## config.mk

```make
export PLATFORM = sky130hd
export DESIGN_NAME = hsmeb_top
export DESIGN_NICKNAME = d
export VERILOG_FILES = /design/src/verilog/hsmeb_pkg.sv /design/src/verilog/hsmeb_ev_if.sv /design/src/verilog/hsmeb_cond_det.sv /design/src/verilog/hsmeb_top.sv
export VERILOG_INCLUDE_DIRS = /design/src /design/src/verilog
export SDC_FILE = /design/constraint.sdc
export NUM_CORES = 1
export LEC_CHECK = 0
export BUFFER_PORTS_ARGS = -buffer_cell sky130_fd_sc_hd__buf_2
export CORE_MARGIN = 1.5
export CORE_UTILIZATION = 50
export DETAILED_ROUTE_END_ITERATION = 12
export GPL_TIMING_DRIVEN = 0
export PLACE_DENSITY = 0.69
export SLEW_MARGIN = 20
export SYNTH_ARGS = -nofsm -noshare
export SYNTH_HDL_FRONTEND = slang
export SYNTH_SLANG_ARGS = --single-unit
```

## constraint.sdc

```tcl
create_clock -name core_clk -period 2.8 [get_ports core_clk]
set_input_delay 0.84 -clock core_clk [delete_from_list [all_inputs] [get_ports core_clk]]
set_output_delay 0.84 -clock core_clk [all_outputs]
set_load 0.01 [all_outputs]
```

## src/verilog/hsmeb_regs.svh

```systemverilog
/*
 * timing constants and bus codes for the high-speed entry/exit bridge.
 * assumes a 50 MHz core clock; all counts derive from the times below.
 */
`ifndef HSMEB_REGS_SVH
`define HSMEB_REGS_SVH

// ==================================================================
// clock rate and conversion of a least time to whole cycles
`define HSMEB_CLK_MHZ 50
`define HSMEB_CYC_MIN(ns) (((((ns) * `HSMEB_CLK_MHZ) + 999) / 1000))

// ==================================================================
// clock phase, setup and recovery times in ns
`define HSMEB_SM_LOW_NS 4700
`define HSMEB_SM_HIGH_NS 4000
`define HSMEB_FM_LOW_NS 1300
`define HSMEB_FM_HIGH_NS 600
`define HSMEB_HS_HIGH_NS 100
`define HSMEB_HS_LOW_NS 200
`define HSMEB_FM_SETUP_NS 600
`define HSMEB_HS_SETUP_NS 160
`define HSMEB_RECOVER_NS 1000

// ==================================================================
// bus codes and bit positions
`define HSMEB_MCODE_TOP 5'h01
`define HSMEB_ACK_SLOT 4'h8
`define HSMEB_CNT_ONE 8'h01
`define HSMEB_CNT_ZERO 8'h00

`endif

```

## src/verilog/hsmeb_pkg.sv

```systemverilog
/*
 * types and timing functions shared by the bridge modules.
 * assumes hsmeb_regs.svh is on the include path.
 */
`include "hsmeb_regs.svh"

package hsmeb_pkg;

    // ==============================================================
    // types
    typedef logic [7:0] hsmeb_cnt_t;

    typedef enum logic [3:0] {
        M_IDLE = 4'h0,
        M_START = 4'h1,
        M_LOW = 4'h2,
        M_HIGH = 4'h3,
        M_TH_LOW = 4'h4,
        M_TH_HIGH = 4'h5,
        M_RSTART = 4'h6,
        M_STOP_LOW = 4'h7,
        M_STOP_HIGH = 4'h8,
        M_LOST = 4'h9
    } hsmeb_mst_e;

    typedef enum logic [2:0] {
        BR_JOIN = 3'h0,
        BR_DOPEN = 3'h1,
        BR_PULL = 3'h2,
        BR_WAITH = 3'h3,
        BR_ISO = 3'h4,
        BR_REL = 3'h5
    } hsmeb_br_e;

    // ==============================================================
    // phase lengths; the high-speed pair keeps high to low at 1 to 2
    function automatic hsmeb_cnt_t hsmeb_low_cyc(input logic hs, input logic std);
        if (hs) begin
            return hsmeb_cnt_t'(`HSMEB_CYC_MIN(`HSMEB_HS_LOW_NS));
        end else if (std) begin
            return hsmeb_cnt_t'(`HSMEB_CYC_MIN(`HSMEB_SM_LOW_NS));
        end
        return hsmeb_cnt_t'(`HSMEB_CYC_MIN(`HSMEB_FM_LOW_NS));
    endfunction : hsmeb_low_cyc

    function automatic hsmeb_cnt_t hsmeb_high_cyc(input logic hs, input logic std);
        if (hs) begin
            return hsmeb_cnt_t'(`HSMEB_CYC_MIN(`HSMEB_HS_HIGH_NS));
        end else if (std) begin
            return hsmeb_cnt_t'(`HSMEB_CYC_MIN(`HSMEB_SM_HIGH_NS));
        end
        return hsmeb_cnt_t'(`HSMEB_CYC_MIN(`HSMEB_FM_HIGH_NS));
    endfunction : hsmeb_high_cyc

    function automatic hsmeb_cnt_t hsmeb_setup_cyc(input logic hs);
        if (hs) begin
            return hsmeb_cnt_t'(`HSMEB_CYC_MIN(`HSMEB_HS_SETUP_NS));
        end
        return hsmeb_cnt_t'(`HSMEB_CYC_MIN(`HSMEB_FM_SETUP_NS));
    endfunction : hsmeb_setup_cyc

endpackage : hsmeb_pkg

```

## src/verilog/hsmeb_ev_if.sv

```systemverilog
/*
 * carrier between the bus condition detector and the mode controller.
 * assumes levels are already synchronised to core_clk.
 */
`timescale 1ns/1ps

interface hsmeb_ev_if;
    logic sdah;
    logic sclh;
    logic start_p;
    logic stop_p;
    logic mcode_p;
    logic busy;

    modport det (input sdah, input sclh, output start_p, output stop_p,
                 output mcode_p, output busy);
    modport ctl (output sdah, output sclh, input start_p, input stop_p,
                 input mcode_p, input busy);
endinterface : hsmeb_ev_if

```

## src/verilog/hsmeb_cond_det.sv

```systemverilog
/*
 * start, stop and high-speed master code detector on the high-speed section.
 * assumes synchronised sdah/sclh levels arrive through the interface.
 */
`timescale 1ns/1ps
`include "hsmeb_regs.svh"

module hsmeb_cond_det
    import hsmeb_pkg::*;
(
    input wire logic core_clk,
    input wire logic rst_n,
    hsmeb_ev_if.det ev
);

    logic sda_prev_q;
    logic scl_prev_q;
    logic busy_q;
    logic first_q;
    logic start_q;
    logic stop_q;
    logic mcode_q;
    logic [7:0] shift_q;
    logic [3:0] bit_q;
    logic start_d;
    logic stop_d;
    logic rise_d;

    // ==============================================================
    // conditions
    assign start_d = ev.sclh && scl_prev_q && sda_prev_q && !ev.sdah;
    assign stop_d = ev.sclh && scl_prev_q && !sda_prev_q && ev.sdah;
    assign rise_d = ev.sclh && !scl_prev_q;

    always_ff @(posedge core_clk) begin
        if (!rst_n) begin
            sda_prev_q <= 1'b1;
            scl_prev_q <= 1'b1;
        end else begin
            sda_prev_q <= ev.sdah;
            scl_prev_q <= ev.sclh;
        end
    end

    always_ff @(posedge core_clk) begin
        if (!rst_n) begin
            start_q <= 1'b0;
            stop_q <= 1'b0;
            busy_q <= 1'b0;
        end else begin
            start_q <= start_d;
            stop_q <= stop_d;
            if (stop_d) begin
                busy_q <= 1'b0;
            end else if (start_d) begin
                busy_q <= 1'b1;
            end
        end
    end

    // ==============================================================
    // byte after a first start; nack slot must read released
    always_ff @(posedge core_clk) begin
        if (!rst_n) begin
            bit_q <= 4'h0;
            shift_q <= 8'h00;
            first_q <= 1'b0;
            mcode_q <= 1'b0;
        end else begin
            mcode_q <= 1'b0;
            if (start_d) begin
                bit_q <= 4'h0;
                first_q <= !busy_q;
            end else if (rise_d) begin
                if (bit_q == `HSMEB_ACK_SLOT) begin
                    mcode_q <= first_q && (shift_q[7:3] == `HSMEB_MCODE_TOP) && ev.sdah;
                    first_q <= 1'b0;
                    bit_q <= 4'h0;
                end else begin
                    shift_q <= {shift_q[6:0], ev.sdah};
                    bit_q <= bit_q + 4'h1;
                end
            end
        end
    end

    assign ev.start_p = start_q;
    assign ev.stop_p = stop_q;
    assign ev.mcode_p = mcode_q;
    assign ev.busy = busy_q;

    chk_mcode_nack_slot: assert property (@(posedge core_clk) disable iff (!rst_n)
        mcode_q |-> $past(ev.sdah) && $past(ev.sclh))
        else $error("master code flagged without a released nack slot");

endmodule : hsmeb_cond_det

```

## src/verilog/hsmeb_top.sv

```systemverilog
/*
 * high-speed mode entry/exit controller, master engine and section bridge.
 * assumes raw pin levels from outside; the bench resolves open-drain wires.
 */
// Function
// - arbitration only during master code and nack
// - master code is never acknowledged
// - winner enables current source after clock high
// - master sends repeated start, address, samples ack
// - current source off after start, ack bits
// - high-speed persists until stop, chaining allowed
// - reset puts every setting into fast mode
// - detect master code and nack, switch settings
// - winner adapts filters, timing, slope, bit rate
// - losing masters switch filters, idle until stop
// - slaves adapt filters, timing, data slope optionally
// - stop restores fast settings within bus free
// - no master code means current source off
// - bridge decides only from observed bus lines
// - bridge joins sections during slow traffic
// - bridge isolates sections during high-speed traffic
// - mixed arbitration only during master code
// - reserved code win keeps bridge closed; the bridge here opens on any master code, reserved or not
// - slow timing limited by slowest device present
// - high-speed clock high to low is 1:2
// - slave stretching only after acknowledge bit
// - slow clock held low reconnects bridge
`timescale 1ns/1ps
`include "hsmeb_regs.svh"

module hsmeb_top
    import hsmeb_pkg::*;
(
    input wire logic core_clk,
    input wire logic rst_n,
    input wire logic sdah_rx,
    output logic sdah_tx,
    output logic sdah_oe,
    input wire logic sclh_rx,
    output logic sclh_tx,
    output logic sclh_oe,
    input wire logic sda_rx,
    input wire logic scl_rx,
    input wire logic go,
    input wire logic [7:0] addr_rw,
    input wire logic chain,
    input wire logic [2:0] mcode_lo,
    input wire logic std_bus,
    input wire logic slave_slope_en,
    output logic done,
    output logic acked,
    output logic arb_lost,
    output logic bus_busy,
    output logic mode_hs,
    output logic filter_hs,
    output logic timing_hs,
    output logic clk_slope_hs,
    output logic data_slope_hs,
    output logic hs_rate,
    output logic clock_current_source_pullup,
    output logic data_section_switch,
    output logic clock_section_switch,
    output logic fs_data_pulldown
);

    hsmeb_ev_if ev ();

    logic [3:0] meta_q;
    logic [3:0] sync_q;
    logic sdah_s;
    logic sclh_s;
    logic sda_s;
    logic scl_s;
    hsmeb_mst_e st_q;
    logic mc_seg_q;
    logic [8:0] tx_q;
    logic [3:0] bit_q;
    hsmeb_cnt_t cnt_q;
    logic sda_drv_q;
    logic scl_drv_q;
    logic done_q;
    logic ack_q;
    logic hs_q;
    logic win_q;
    logic hold_q;
    logic mcs_q;
    hsmeb_br_e br_q;
    hsmeb_cnt_t rec_q;
    logic rate_hs;
    logic recover;

    // ==============================================================
    // pin synchronisers; only the second stage is read
    always_ff @(posedge core_clk) begin
        if (!rst_n) begin
            meta_q <= 4'hf;
            sync_q <= 4'hf;
        end else begin
            meta_q <= {scl_rx, sda_rx, sclh_rx, sdah_rx};
            sync_q <= meta_q;
        end
    end

    assign sdah_s = sync_q[0];
    assign sclh_s = sync_q[1];
    assign sda_s = sync_q[2];
    assign scl_s = sync_q[3];
    assign ev.sdah = sdah_s;
    assign ev.sclh = sclh_s;

    hsmeb_cond_det u_det (
        .core_clk(core_clk),
        .rst_n(rst_n),
        .ev(ev)
    );

    // ==============================================================
    // mode settings, changed only by bus traffic
    always_ff @(posedge core_clk) begin
        if (!rst_n) begin
            hs_q <= 1'b0;
            win_q <= 1'b0;
        end else if (ev.stop_p) begin
            hs_q <= 1'b0;
            win_q <= 1'b0;
        end else if (ev.mcode_p) begin
            hs_q <= 1'b1;
            win_q <= mc_seg_q && (st_q == M_HIGH);
        end
    end

    assign rate_hs = hs_q && win_q;
    assign mode_hs = hs_q;
    assign filter_hs = hs_q;
    assign timing_hs = hs_q && (st_q != M_LOST);
    assign clk_slope_hs = rate_hs;
    assign data_slope_hs = rate_hs || (hs_q && !win_q && slave_slope_en && st_q != M_LOST);
    assign hs_rate = rate_hs;
    assign arb_lost = (st_q == M_LOST);
    assign bus_busy = ev.busy;

    // ==============================================================
    // master engine: start, master code, nack, then high-speed frames
    always_ff @(posedge core_clk) begin
        if (!rst_n) begin
            st_q <= M_IDLE;
            mc_seg_q <= 1'b0;
            tx_q <= 9'h1ff;
            bit_q <= 4'h0;
            cnt_q <= `HSMEB_CNT_ZERO;
            sda_drv_q <= 1'b0;
            scl_drv_q <= 1'b0;
            done_q <= 1'b0;
            ack_q <= 1'b0;
        end else begin
            done_q <= 1'b0;
            case (st_q)
                M_IDLE: begin
                    if (go && !ev.busy) begin
                        sda_drv_q <= 1'b1;
                        cnt_q <= hsmeb_setup_cyc(1'b0);
                        tx_q <= {`HSMEB_MCODE_TOP, mcode_lo, 1'b1};
                        mc_seg_q <= 1'b1;
                        bit_q <= 4'h0;
                        st_q <= M_START;
                    end
                end
                M_START: begin
                    if (cnt_q == `HSMEB_CNT_ZERO) begin
                        scl_drv_q <= 1'b1;
                        cnt_q <= hsmeb_low_cyc(rate_hs, std_bus);
                        st_q <= M_LOW;
                    end else begin
                        cnt_q <= cnt_q - `HSMEB_CNT_ONE;
                    end
                end
                M_LOW: begin
                    sda_drv_q <= !tx_q[8];
                    if (cnt_q == `HSMEB_CNT_ZERO) begin
                        scl_drv_q <= 1'b0;
                        cnt_q <= hsmeb_high_cyc(rate_hs, std_bus);
                        st_q <= M_HIGH;
                    end else begin
                        cnt_q <= cnt_q - `HSMEB_CNT_ONE;
                    end
                end
                M_HIGH: begin
                    // high time counts only once the line is really high
                    if (!sclh_s) begin
                        cnt_q <= cnt_q;
                    end else if (mc_seg_q && !sda_drv_q && !sdah_s) begin
                        sda_drv_q <= 1'b0;
                        st_q <= M_LOST;
                    end else if (cnt_q != `HSMEB_CNT_ZERO) begin
                        cnt_q <= cnt_q - `HSMEB_CNT_ONE;
                    end else if (bit_q == `HSMEB_ACK_SLOT) begin
                        scl_drv_q <= 1'b1;
                        bit_q <= 4'h0;
                        cnt_q <= hsmeb_low_cyc(rate_hs, std_bus);
                        if (mc_seg_q) begin
                            sda_drv_q <= 1'b0;
                            st_q <= M_TH_LOW;
                        end else begin
                            ack_q <= !sdah_s;
                            done_q <= 1'b1;
                            sda_drv_q <= !chain;
                            st_q <= chain ? M_TH_LOW : M_STOP_LOW;
                        end
                    end else begin
                        scl_drv_q <= 1'b1;
                        bit_q <= bit_q + 4'h1;
                        tx_q <= {tx_q[7:0], 1'b1};
                        cnt_q <= hsmeb_low_cyc(rate_hs, std_bus);
                        st_q <= M_LOW;
                    end
                end
                M_TH_LOW: begin
                    if (cnt_q == `HSMEB_CNT_ZERO) begin
                        scl_drv_q <= 1'b0;
                        cnt_q <= hsmeb_setup_cyc(rate_hs);
                        st_q <= M_TH_HIGH;
                    end else begin
                        cnt_q <= cnt_q - `HSMEB_CNT_ONE;
                    end
                end
                M_TH_HIGH: begin
                    if (sclh_s && cnt_q == `HSMEB_CNT_ZERO) begin
                        sda_drv_q <= 1'b1;
                        cnt_q <= hsmeb_setup_cyc(rate_hs);
                        st_q <= M_RSTART;
                    end else if (sclh_s) begin
                        cnt_q <= cnt_q - `HSMEB_CNT_ONE;
                    end
                end
                M_RSTART: begin
                    if (cnt_q == `HSMEB_CNT_ZERO) begin
                        scl_drv_q <= 1'b1;
                        tx_q <= {addr_rw, 1'b1};
                        mc_seg_q <= 1'b0;
                        cnt_q <= hsmeb_low_cyc(rate_hs, std_bus);
                        st_q <= M_LOW;
                    end else begin
                        cnt_q <= cnt_q - `HSMEB_CNT_ONE;
                    end
                end
                M_STOP_LOW: begin
                    if (cnt_q == `HSMEB_CNT_ZERO) begin
                        scl_drv_q <= 1'b0;
                        cnt_q <= hsmeb_setup_cyc(rate_hs);
                        st_q <= M_STOP_HIGH;
                    end else begin
                        cnt_q <= cnt_q - `HSMEB_CNT_ONE;
                    end
                end
                M_STOP_HIGH: begin
                    if (sclh_s && cnt_q == `HSMEB_CNT_ZERO) begin
                        sda_drv_q <= 1'b0;
                        st_q <= M_IDLE;
                    end else if (sclh_s) begin
                        cnt_q <= cnt_q - `HSMEB_CNT_ONE;
                    end
                end
                M_LOST: begin
                    sda_drv_q <= 1'b0;
                    scl_drv_q <= 1'b0;
                    if (ev.stop_p) begin
                        st_q <= M_IDLE;
                    end
                end
                default: begin
                    st_q <= M_IDLE;
                end
            endcase
        end
    end

    assign sdah_tx = 1'b0;
    assign sdah_oe = sda_drv_q;
    assign sclh_tx = 1'b0;
    assign sclh_oe = scl_drv_q;
    assign done = done_q;
    assign acked = ack_q;

    // ==============================================================
    // current source: held off after sr and ack slots so others may stretch
    always_ff @(posedge core_clk) begin
        if (!rst_n) begin
            hold_q <= 1'b1;
        end else if ((st_q == M_RSTART && cnt_q == `HSMEB_CNT_ZERO) ||
                     (st_q == M_HIGH && bit_q == `HSMEB_ACK_SLOT)) begin
            hold_q <= 1'b1;
        end else if (rate_hs && !scl_drv_q && sclh_s) begin
            hold_q <= 1'b0;
        end
    end

    always_ff @(posedge core_clk) begin
        if (!rst_n) begin
            mcs_q <= 1'b0;
        end else begin
            mcs_q <= rate_hs && !hold_q && !scl_drv_q && !ev.stop_p;
        end
    end

    assign clock_current_source_pullup = mcs_q;

    // ==============================================================
    // autonomous bridge, steered by the observed lines alone
    assign recover = (rec_q == hsmeb_cnt_t'(`HSMEB_CYC_MIN(`HSMEB_RECOVER_NS)));

    always_ff @(posedge core_clk) begin
        if (!rst_n || br_q != BR_ISO || scl_s) begin
            rec_q <= `HSMEB_CNT_ZERO;
        end else if (!recover) begin
            rec_q <= rec_q + `HSMEB_CNT_ONE;
        end
    end

    always_ff @(posedge core_clk) begin
        if (!rst_n) begin
            br_q <= BR_JOIN;
        end else if (recover) begin
            br_q <= BR_JOIN;
        end else begin
            case (br_q)
                BR_JOIN: begin
                    if (ev.mcode_p) begin
                        br_q <= BR_DOPEN;
                    end
                end
                BR_DOPEN: begin
                    br_q <= ev.stop_p ? BR_REL : BR_PULL;
                end
                BR_PULL: begin
                    if (ev.stop_p) begin
                        br_q <= BR_REL;
                    end else if (!sclh_s) begin
                        br_q <= BR_WAITH;
                    end
                end
                BR_WAITH: begin
                    if (ev.stop_p) begin
                        br_q <= BR_REL;
                    end else if (sclh_s && scl_s) begin
                        br_q <= BR_ISO;
                    end
                end
                BR_ISO: begin
                    if (ev.stop_p) begin
                        br_q <= BR_REL;
                    end
                end
                BR_REL: begin
                    // data rejoins only once sda_s reads high to avoid spikes
                    if (sda_s) begin
                        br_q <= BR_JOIN;
                    end
                end
                default: begin
                    br_q <= BR_JOIN;
                end
            endcase
        end
    end

    assign data_section_switch = (br_q == BR_JOIN);
    assign clock_section_switch = (br_q != BR_ISO);
    assign fs_data_pulldown = (br_q == BR_PULL) || (br_q == BR_WAITH) || (br_q == BR_ISO);

    // ==============================================================
    // checks
    chk_reset_fast_mode: assert property (@(posedge core_clk)
        !rst_n |=> !mode_hs && !clock_current_source_pullup && data_section_switch)
        else $error("reset did not leave fast mode settings");

    chk_mcode_enters_hs: assert property (@(posedge core_clk) disable iff (!rst_n)
        ev.mcode_p && !ev.stop_p |=> mode_hs && filter_hs)
        else $error("master code did not switch to high-speed settings");

    chk_stop_restores: assert property (@(posedge core_clk) disable iff (!rst_n)
        ev.stop_p |=> !mode_hs && !clock_current_source_pullup)
        else $error("stop did not restore fast mode");

    chk_source_needs_win: assert property (@(posedge core_clk) disable iff (!rst_n)
        clock_current_source_pullup |-> $past(hs_q) && $past(win_q))
        else $error("current source on outside a won high-speed frame");

    chk_source_off_sr: assert property (@(posedge core_clk) disable iff (!rst_n)
        (st_q == M_RSTART && cnt_q == `HSMEB_CNT_ZERO) |-> ##3 !clock_current_source_pullup)
        else $error("current source still on after repeated start");

    chk_isolate_pulls: assert property (@(posedge core_clk) disable iff (!rst_n)
        !clock_section_switch |-> !data_section_switch && fs_data_pulldown)
        else $error("clock section open without data isolation");

    chk_join_when_idle: assert property (@(posedge core_clk) disable iff (!rst_n)
        (br_q == BR_JOIN && !ev.mcode_p) |=> data_section_switch && clock_section_switch)
        else $error("bridge opened without a master code");

    chk_recover_join: assert property (@(posedge core_clk) disable iff (!rst_n)
        recover |=> data_section_switch && clock_section_switch && !fs_data_pulldown)
        else $error("held slow clock did not reconnect the bridge");

    chk_lost_released: assert property (@(posedge core_clk) disable iff (!rst_n)
        (st_q == M_LOST) |=> !sclh_oe && !sdah_oe)
        else $error("losing master still drives the bus");

    chk_arb_mcode_only: assert property (@(posedge core_clk) disable iff (!rst_n)
        $rose(st_q == M_LOST) |-> $past(mc_seg_q))
        else $error("arbitration lost outside the master code");

endmodule : hsmeb_top

```

==> impl_metrics.py, run 1 <==
metrics = {
    "timing": {
        "setup_viol": 0,
        "min_period_over_period_pct": 94.7,
        "post-route-worst-setup-slack_ns": 0.148,
        "final_setup_skew_ns": 0.00927,
        "maxSlewViolCount": 0,
        "rsz0062_at_grt": "false",
        "final.min_clock_period_ns": 2.65,
        "slew_headroom_pct": 43.8,
        "setup-tns-final_ns": 0,
        "final_hold_viol_count": 0,
        "timing.fmax_mhz": 377,
        "measured_slew_at_the_worst_slew_check_pin_ns": 0.842,
    },
    "yosys": {
        "post_synth_instance_area_mm2": 0.00412,
        "ys_ff_latch": 70,
        "synth.avg_cell_area_um2": 7.96,
        "synth_compound_area_share_pct": 24.7,
        "synth-edff-count": 0,
        "ys_async_rst_share_pct": 0,
        "synth-xor-area-share_pct": 2.98,
        "syn_inst": 517,
        "yosys.area_share.simple_pct": 28.8,
        "yosys.area_share.adder_pct": 2.13,
        "muxShareOfSynthArea_pct": 1.49,
        "yosysUniqueCellTypes": 80,
        "ys_seq_area_share_pct": 34.0,
        "yosys_warnings": 0,
        "synth_top_flop_cell": "dfxtp_1",
        "main_combinational_cell_family_by_area_after_synthesis": "simple AND/OR/NAND/NOR gates",
    },
    "global_routing": {
        "grt_pass1_vias": 3769,
        "global_route.overflow_total": 0,
        "grt_start_max_net_pins": 13,
        "grt_antenna_before_repair": 0,
        "grt_first_pass_wirelength_um": 18200,
        "grt_use_total_pct": 26.1,
    },
    "cts": {
        "clock-root-buffer": "clkbuf_8",
        "cts_num_sinks": 70,
        "tritoncts.num_buffers": 9,
        "tritoncts_clock_tree": "done",
        "clk_pin_slew_worst_paths_ns": 0.08,
        "cts.htree.levels": 3,
        "cts_buffer_depth": 2,
        "worstSkewPairLatency_ns": 0.35,
    },
    "drt": {
        "detail_route.vias_per_cell": 6.08,
        "drt.antenna.violating_nets": 0,
        "vias": 4099,
        "routed-wl-met2_um": 4780,
        "top_signal_layer_used": "met4",
        "route.detailed.wl_per_inst_um": 16.1,
        "met3WireLength_um": 788,
        "drt_pass1_iterations": 5,
        "remaining_drc_errors": 0,
        "met1_length_um": 5100,
        "wl_um": 10900,
        "drtIter0Drc": 311,
    },
    "min_path": {
        "hold_path.class": "flip-flop to flip-flop",
    },
    "setup_path": {
        "worst_ep_arrival_time_ns": 2.93,
        "worstPathCellList": "inv_1, ha_1, nor3b_4, a211oi_1, or4_4, or4_1, a21oi_1",
        "cp_slowest_stage_delay_ns": 0.57,
        "criticalPathCategory": "flip-flop to flip-flop",
        "timing.critical_path.from_type": "flip-flop",
        "critPathRequiredTime_ns": 3.07,
        "crit_path_top_delay_cell": "or4_4",
        "timing.critical_path.fanout_max": 7,
        "critical_path.endpoint_type": "flip-flop",
    },
    "placed_design": {
        "globalplace.congestion": 0.997,
        "dp.final_hpwl_um": 7830,
        "dp_slack_ns": 0.00174,
        "placement.io_buffers": 36,
        "place_inst": 656,
    },
    "outcome": {
        "status": "complete, no violations",
    },
    "floorplanning": {
        "core-area_mm2": 0.00785,
        "floorplan.rows": 32,
        "die_area_mm2": 0.00879,
        "die_w_um": 93.7,
        "io_pins": 39,
        "initial_core_util_pct": 52.5,
        "die_height_um": 93.7,
    },
    "finish": {
        "nets": 595,
        "drive_gt1_share_pct": 15.7,
        "multi_input_area_mm2": 0.00249,
        "syn2layout_area_growth_pct": 12.5,
        "antenna_cells_inserted": 0,
        "stdcell_count": 674,
        "fillerInstances": 729,
        "final_core_util_pct": 59.0,
        "register_area_mm2": 0.00140,
    },
    "pwr": {
        "power.share.switching_pct": 41.8,
        "power.clock.fraction_pct": 20.9,
        "p_int_mw": 2.08,
        "switchingPower_mw": 1.49,
        "power.leakage_nw": 1.79,
        "seqPwrFrac_pct": 33.8,
        "vdd.ir_drop.worst_uv": 343,
        "comb_power_share_pct": 45.3,
        "powerDensity_mw_per_mm2": 771,
    },
    "flow_run": {
        "drv_cap": 0,
    },
}
power by group through the flow:
stage	logic (mW)	registers, mW	clock network [mW]
2_1_floorplan	1.17	1.21	0
5_1_grt	1.77	1.22	0.807
3_3_place_gp	1.52	1.22	0
3_5_place_dp	1.53	1.22	0
6_report	1.62	1.21	0.747
4_1_cts	1.54	1.20	0.760
routing by layer:
metal | up-vias | GRT usage [%]
met5 | - | 0
met2 | 165 | 40.5
met1 | 1919 | 35.7
li1 | 1994 | -
met4 | 0 | 9.08
met3 | 21 | 5.91
path summary, 6_finish.rpt:
check                           cells past startpoint              endpoint             startpoint  slack [ns]
worst max-delay path                                7  st_q[3]$_SDFFE_PN0P_  cnt_q[0]$_SDFFE_PN0P_        0.15
worst min-delay path                                1  sync_q[2]$_SDFF_PN1_   meta_q[2]$_SDFF_PN1_        0.42
worst min register to register                      1  sync_q[2]$_SDFF_PN1_   meta_q[2]$_SDFF_PN1_        0.42
worst max register to register                      7  st_q[3]$_SDFFE_PN0P_  cnt_q[0]$_SDFFE_PN0P_        0.15
sequential cells by signal, summed over array words and instances, names as in the netlist, 3 cells and up:
signal,flops
meta_q,4
tx_q,8
u_det.shift_q,8
cnt_q,8
st_q,4
u_det.bit_q,4
rec_q,8
br_q,3
bit_q,4
sync_q,4
logic make-up after synthesis:
| kind of cell | after synthesis |
|---|---|
| other | 1 |
| adder cells (fa/ha/maj) | 7 |
| flip-flops | 70 |
| AO/OA/AOI/OAI | 151 |
| XOR/XNOR | 14 |
| multiplexers | 6 |
| AND/OR/NAND/NOR | 213 |
| buffers and inverters | 55 |
layout by cell type, fill, tap and decap left out, types with 6 or more instances in the layout:
cell type	count
dfxtp_1	70
a31oi_1	10
nor2_1	43
ha_1	7
nand3_1	14
nor4_1	6
inv_1	14
xor2_1	9
clkbuf_8	10
or3_1	7
o21ai_0	30
o211ai_1	8
a21oi_1	36
clkbuf_1	25
nor2b_1	9
or4_1	6
nand2_1	50
a22oi_1	7
buf_4	7
nor3_1	14
nand2b_1	18
buf_2	46
cell type report:
cell class / count / area share, %
Buffer: 40 / 3.92
Clock inverter: 5 / 0.757
Tap cell: 102 / 2.76
Multi-Input combinational cell: 393 / 53.8
Inverter: 15 / 1.22
Sequential cell: 70 / 30.3
Timing Repair Buffer: 38 / 4.22
Clock buffer: 11 / 3.05
per-stage QoR:
step | cell area, um2 | total power, mW | hold WS (ns)
floorplan | 4120 | 2.38 | 0.386
global placement | 4430 | 2.74 | 0.394
global route | 4630 | 3.80 | 0.431
detailed placement | 4430 | 2.75 | 0.397
CTS | 4600 | 3.50 | 0.418
finish | 4630 | 3.57 | 0.416
cell usage after synthesis, drive strengths merged, types with 4 or more instances:
cell     instances  area (um2)
inv             14        52.6
nor2            44         168
nand2b          18         113
dfxtp           70        1400
xnor2            5        43.8
a311oi           4        35.0
a211oi           7        52.6
nand4            5        31.3
and3             6        38.8
clkbuf          24        90.1
nand2           50         188
a21oi           36         180
nor4             8        71.3
nor2b            9        56.3
o21ai           32         160
o211ai           8        60.1
mux2i            5        50.1
buf             16        91.3
a31oi           10        62.6
xor2             9        78.8
or3              7        43.8
o2111ai          5        43.8
a22oi            8        65.1
or4              7        56.3
nand3           14        70.1
ha               7        87.6
nor3            14        70.1
or2              6        37.5
worst max-delay path: cells and delay by family, from the launching register on:
family	cells	cell delay, ns
fa+ha+maj	1	0.31
buf+inv	1	0.12
flops	1	0.36
compound gates	2	0.28
simple gates	3	1.50
repair_timing:
| action | 4_1_cts | 5_1_grt |
|---|---|---|
| endpoints found under the setup margin | 0 | 2 |
| buffers inserted | 0 | 2 |
| gates resized for setup | 0 | 1 |
| hold buffers | 0 | 0 |
(Power assumes the default switching activity.)
==> inputs of run 2 (changes only) <==
- PLACE_DENSITY: 0.69 -> 0.8
- clock period: 2.8 -> 2.4 ns (I/O delays scaled with it)
==> run 2 against run 1 <==
Effect of this change:
- register-to-register slack lost 0.09 ns
- die area unchanged
- non-clock buffer count stayed put
- sequential cell count unchanged
- largest power group unchanged
- final cell count did not move
- first-iteration DRC count increased by 77%
- largest cell class unchanged
- clock skew rose by 0.0072 ns
- critical path depth is 2 lower
==> impl_metrics.py, run 2 (synthesized netlist as in run 1, its figures left out) <==
metrics = {
    "setup_path": {
        "worst_ep_arrival_time_ns": 1.65,
        "worstPathCellList": "buf_2, nand4bb_1, and2_1, a21o_1, buf_2",
        "worst_setup_path_startpoint": "st_q[2]$_SDFFE_PN0P_",
        "worst_r2r_endpoint": "st_q[3]$_SDFFE_PN0P_",
        "criticalPathCategory": "flip-flop to output port",
        "critPathCapture": "data_slope_hs",
        "cp_slowest_stage_delay_ns": 0.30,
        "critical_path.reg2reg.startpoint": "cnt_q[1]$_SDFFE_PN0P_",
        "minimum_setup_slack_among_reg_to_reg_paths_ns": 0.06,
        "timing.critical_path.fanout_max": 10,
        "r2r.worst_path.cells": 7,
        "timing.critical_path.from_type": "flip-flop",
        "critPathRequiredTime_ns": 1.68,
        "crit_path_top_delay_cell": "dfxtp_1",
        "critical_path.endpoint_type": "output port",
        "critical_path.most_common_cell": "buf_2",
    },
    "pwr": {
        "powerDensity_mw_per_mm2": 973,
        "power.leakage_nw": 1.86,
        "totalPowerFinal_mw": 4.66,
        "vdd.ir_drop.worst_uv": 566,
    },
    "timing": {
        "final_setup_skew_ns": 0.0165,
        "setup_viol": 0,
        "timing.fmax_mhz": 422,
        "final.min_clock_period_ns": 2.37,
        "post-route-worst-setup-slack_ns": 0.0305,
        "min_period_over_period_pct": 98.7,
        "final_hold_viol_count": 0,
        "slew_headroom_pct": 41.2,
        "maxSlewViolCount": 0,
        "measured_slew_at_the_worst_slew_check_pin_ns": 0.882,
        "rsz0062_at_grt": "true",
    },
    "cts": {
        "cts.htree.levels": 3,
        "clk_pin_slew_worst_paths_ns": 0.09,
        "cts_num_sinks": 70,
        "worstSkewPairLatency_ns": 0.36,
        "tritoncts_clock_tree": "done",
        "cts_buffer_depth": 2,
        "tritoncts.num_buffers": 9,
        "clock-root-buffer": "clkbuf_8",
    },
    "drt": {
        "route.detailed.wl_per_inst_um": 17.3,
        "remaining_drc_errors": 0,
        "drt.antenna.violating_nets": 0,
        "wl_um": 11700,
        "drt_pass1_iterations": 6,
        "vias": 4283,
        "detail_route.vias_per_cell": 6.35,
        "drtIter0Drc": 550,
    },
    "outcome": {
        "status": "complete, no violations",
    },
    "finish": {
        "final_instance_area_mm2": 0.00480,
        "syn2layout_area_growth_pct": 16.5,
        "commonest_cells_after_routing_fill_and_taps_aside": "dfxtp_1 (67), nand2_1 (49), buf_2 (45)",
        "nets": 595,
        "drive_gt1_share_pct": 18.5,
        "mostFrequentLayoutCell": "dfxtp_1",
        "antenna_cells_inserted": 0,
    },
    "global_routing": {
        "global_route.overflow_total": 0,
        "grt_pass1_vias": 4043,
        "grt_start_max_net_pins": 14,
        "grt_antenna_before_repair": 0,
        "grt_use_total_pct": 27.3,
        "grt_first_pass_wirelength_um": 18700,
    },
    "min_path": {
        "hold_path.class": "flip-flop to flip-flop",
        "holdPathStages": 1,
    },
    "floorplanning": {
        "floorplan.rows": 32,
        "core-area_mm2": 0.00785,
        "initial_core_util_pct": 52.5,
        "io_pins": 39,
        "die_height_um": 93.7,
        "die_area_mm2": 0.00879,
        "die_w_um": 93.7,
    },
    "placed_design": {
        "place_area_mm2": 0.00443,
        "globalplace.congestion": 0.967,
        "placement.io_buffers": 36,
        "dp_slack_ns": -0.333,
        "dp.final_hpwl_um": 8050,
    },
    "flow_run": {
        "drv_cap": 0,
    },
}
[run 2: cell count changes in the layout (fill, tap and decap cells not counted), moves of 2 or more]
cell,delta
dfxtp_1,-3
nor4b_1,-2
bufinv_16,+3
clkbuf_2,+2
dfxtp_2,+3
clkbuf_1,-3
[run 2: area by class of cell]
cell class / count / area [um2]
clock buffer: 10 / 138
timing repair buffer: 38 / 195
clock inverter: 6 / 116
multi-input combinational: 393 / 2570
sequential: 70 / 1410
tap: 102 / 128
inverter: 15 / 57.6
fill: 702 / 3050
buffer: 40 / 186
[run 2: timing repair]
item	CTS	global route
gates cloned	0	0
setup endpoints to repair	16	22
pin swaps	0	2
hold buffers	0	0
resized for setup	7	19
buffers inserted	2	0
[run 2: worst min-delay path by stage]
stage | endpoint | start
5_1_grt | sync_q[3]$_SDFF_PN1_ | meta_q[3]$_SDFF_PN1_
6_report | sync_q[0]$_SDFF_PN1_ | meta_q[0]$_SDFF_PN1_
3_5_place_dp | sync_q[3]$_SDFF_PN1_ | meta_q[3]$_SDFF_PN1_
2_1_floorplan | sync_q[0]$_SDFF_PN1_ | meta_q[0]$_SDFF_PN1_
4_1_cts | sync_q[0]$_SDFF_PN1_ | meta_q[0]$_SDFF_PN1_
3_3_place_gp | sync_q[1]$_SDFF_PN1_ | meta_q[1]$_SDFF_PN1_
[run 2: power by group]
group	total (mW)	leakage, nW	switching [mW]	internal [mW]
Clock	1.20	0.127	0.473	0.726
Combinational	2.04	1.16	1.25	0.792
Sequential	1.42	0.572	0.124	1.30
Total	4.66	1.86	1.85	2.82
[run 2: per-layer routing]
layer	vias to the layer above	wire (um)	global-route usage, %
li1	1994	-	-
met5	-	0	0
met3	61	972	6.39
met4	0	617	16.5
met2	232	5340	43.5
met1	1996	4720	33.4
[run 2: critical path, delay by kind of cell (launching register included)]
| kind | cells | cell delay, ns |
|---|---|---|
| compound gates | 1 | 0.16 |
| simple gates | 2 | 0.52 |
| buf+inv | 2 | 0.31 |
| flops | 1 | 0.30 |
[run 2: metrics by stage]
step           cells  TNS [ns]  hold slack, ns  utilization, %
2_1_floorplan    518         0           0.386               -
3_3_place_gp     656     -1.30           0.392            56.4
3_5_place_dp     656     -1.99           0.407            56.4
4_1_cts          674         0           0.429            60.3
5_1_grt          674   -0.0743           0.443            61.1
6_report         674         0           0.418            61.1
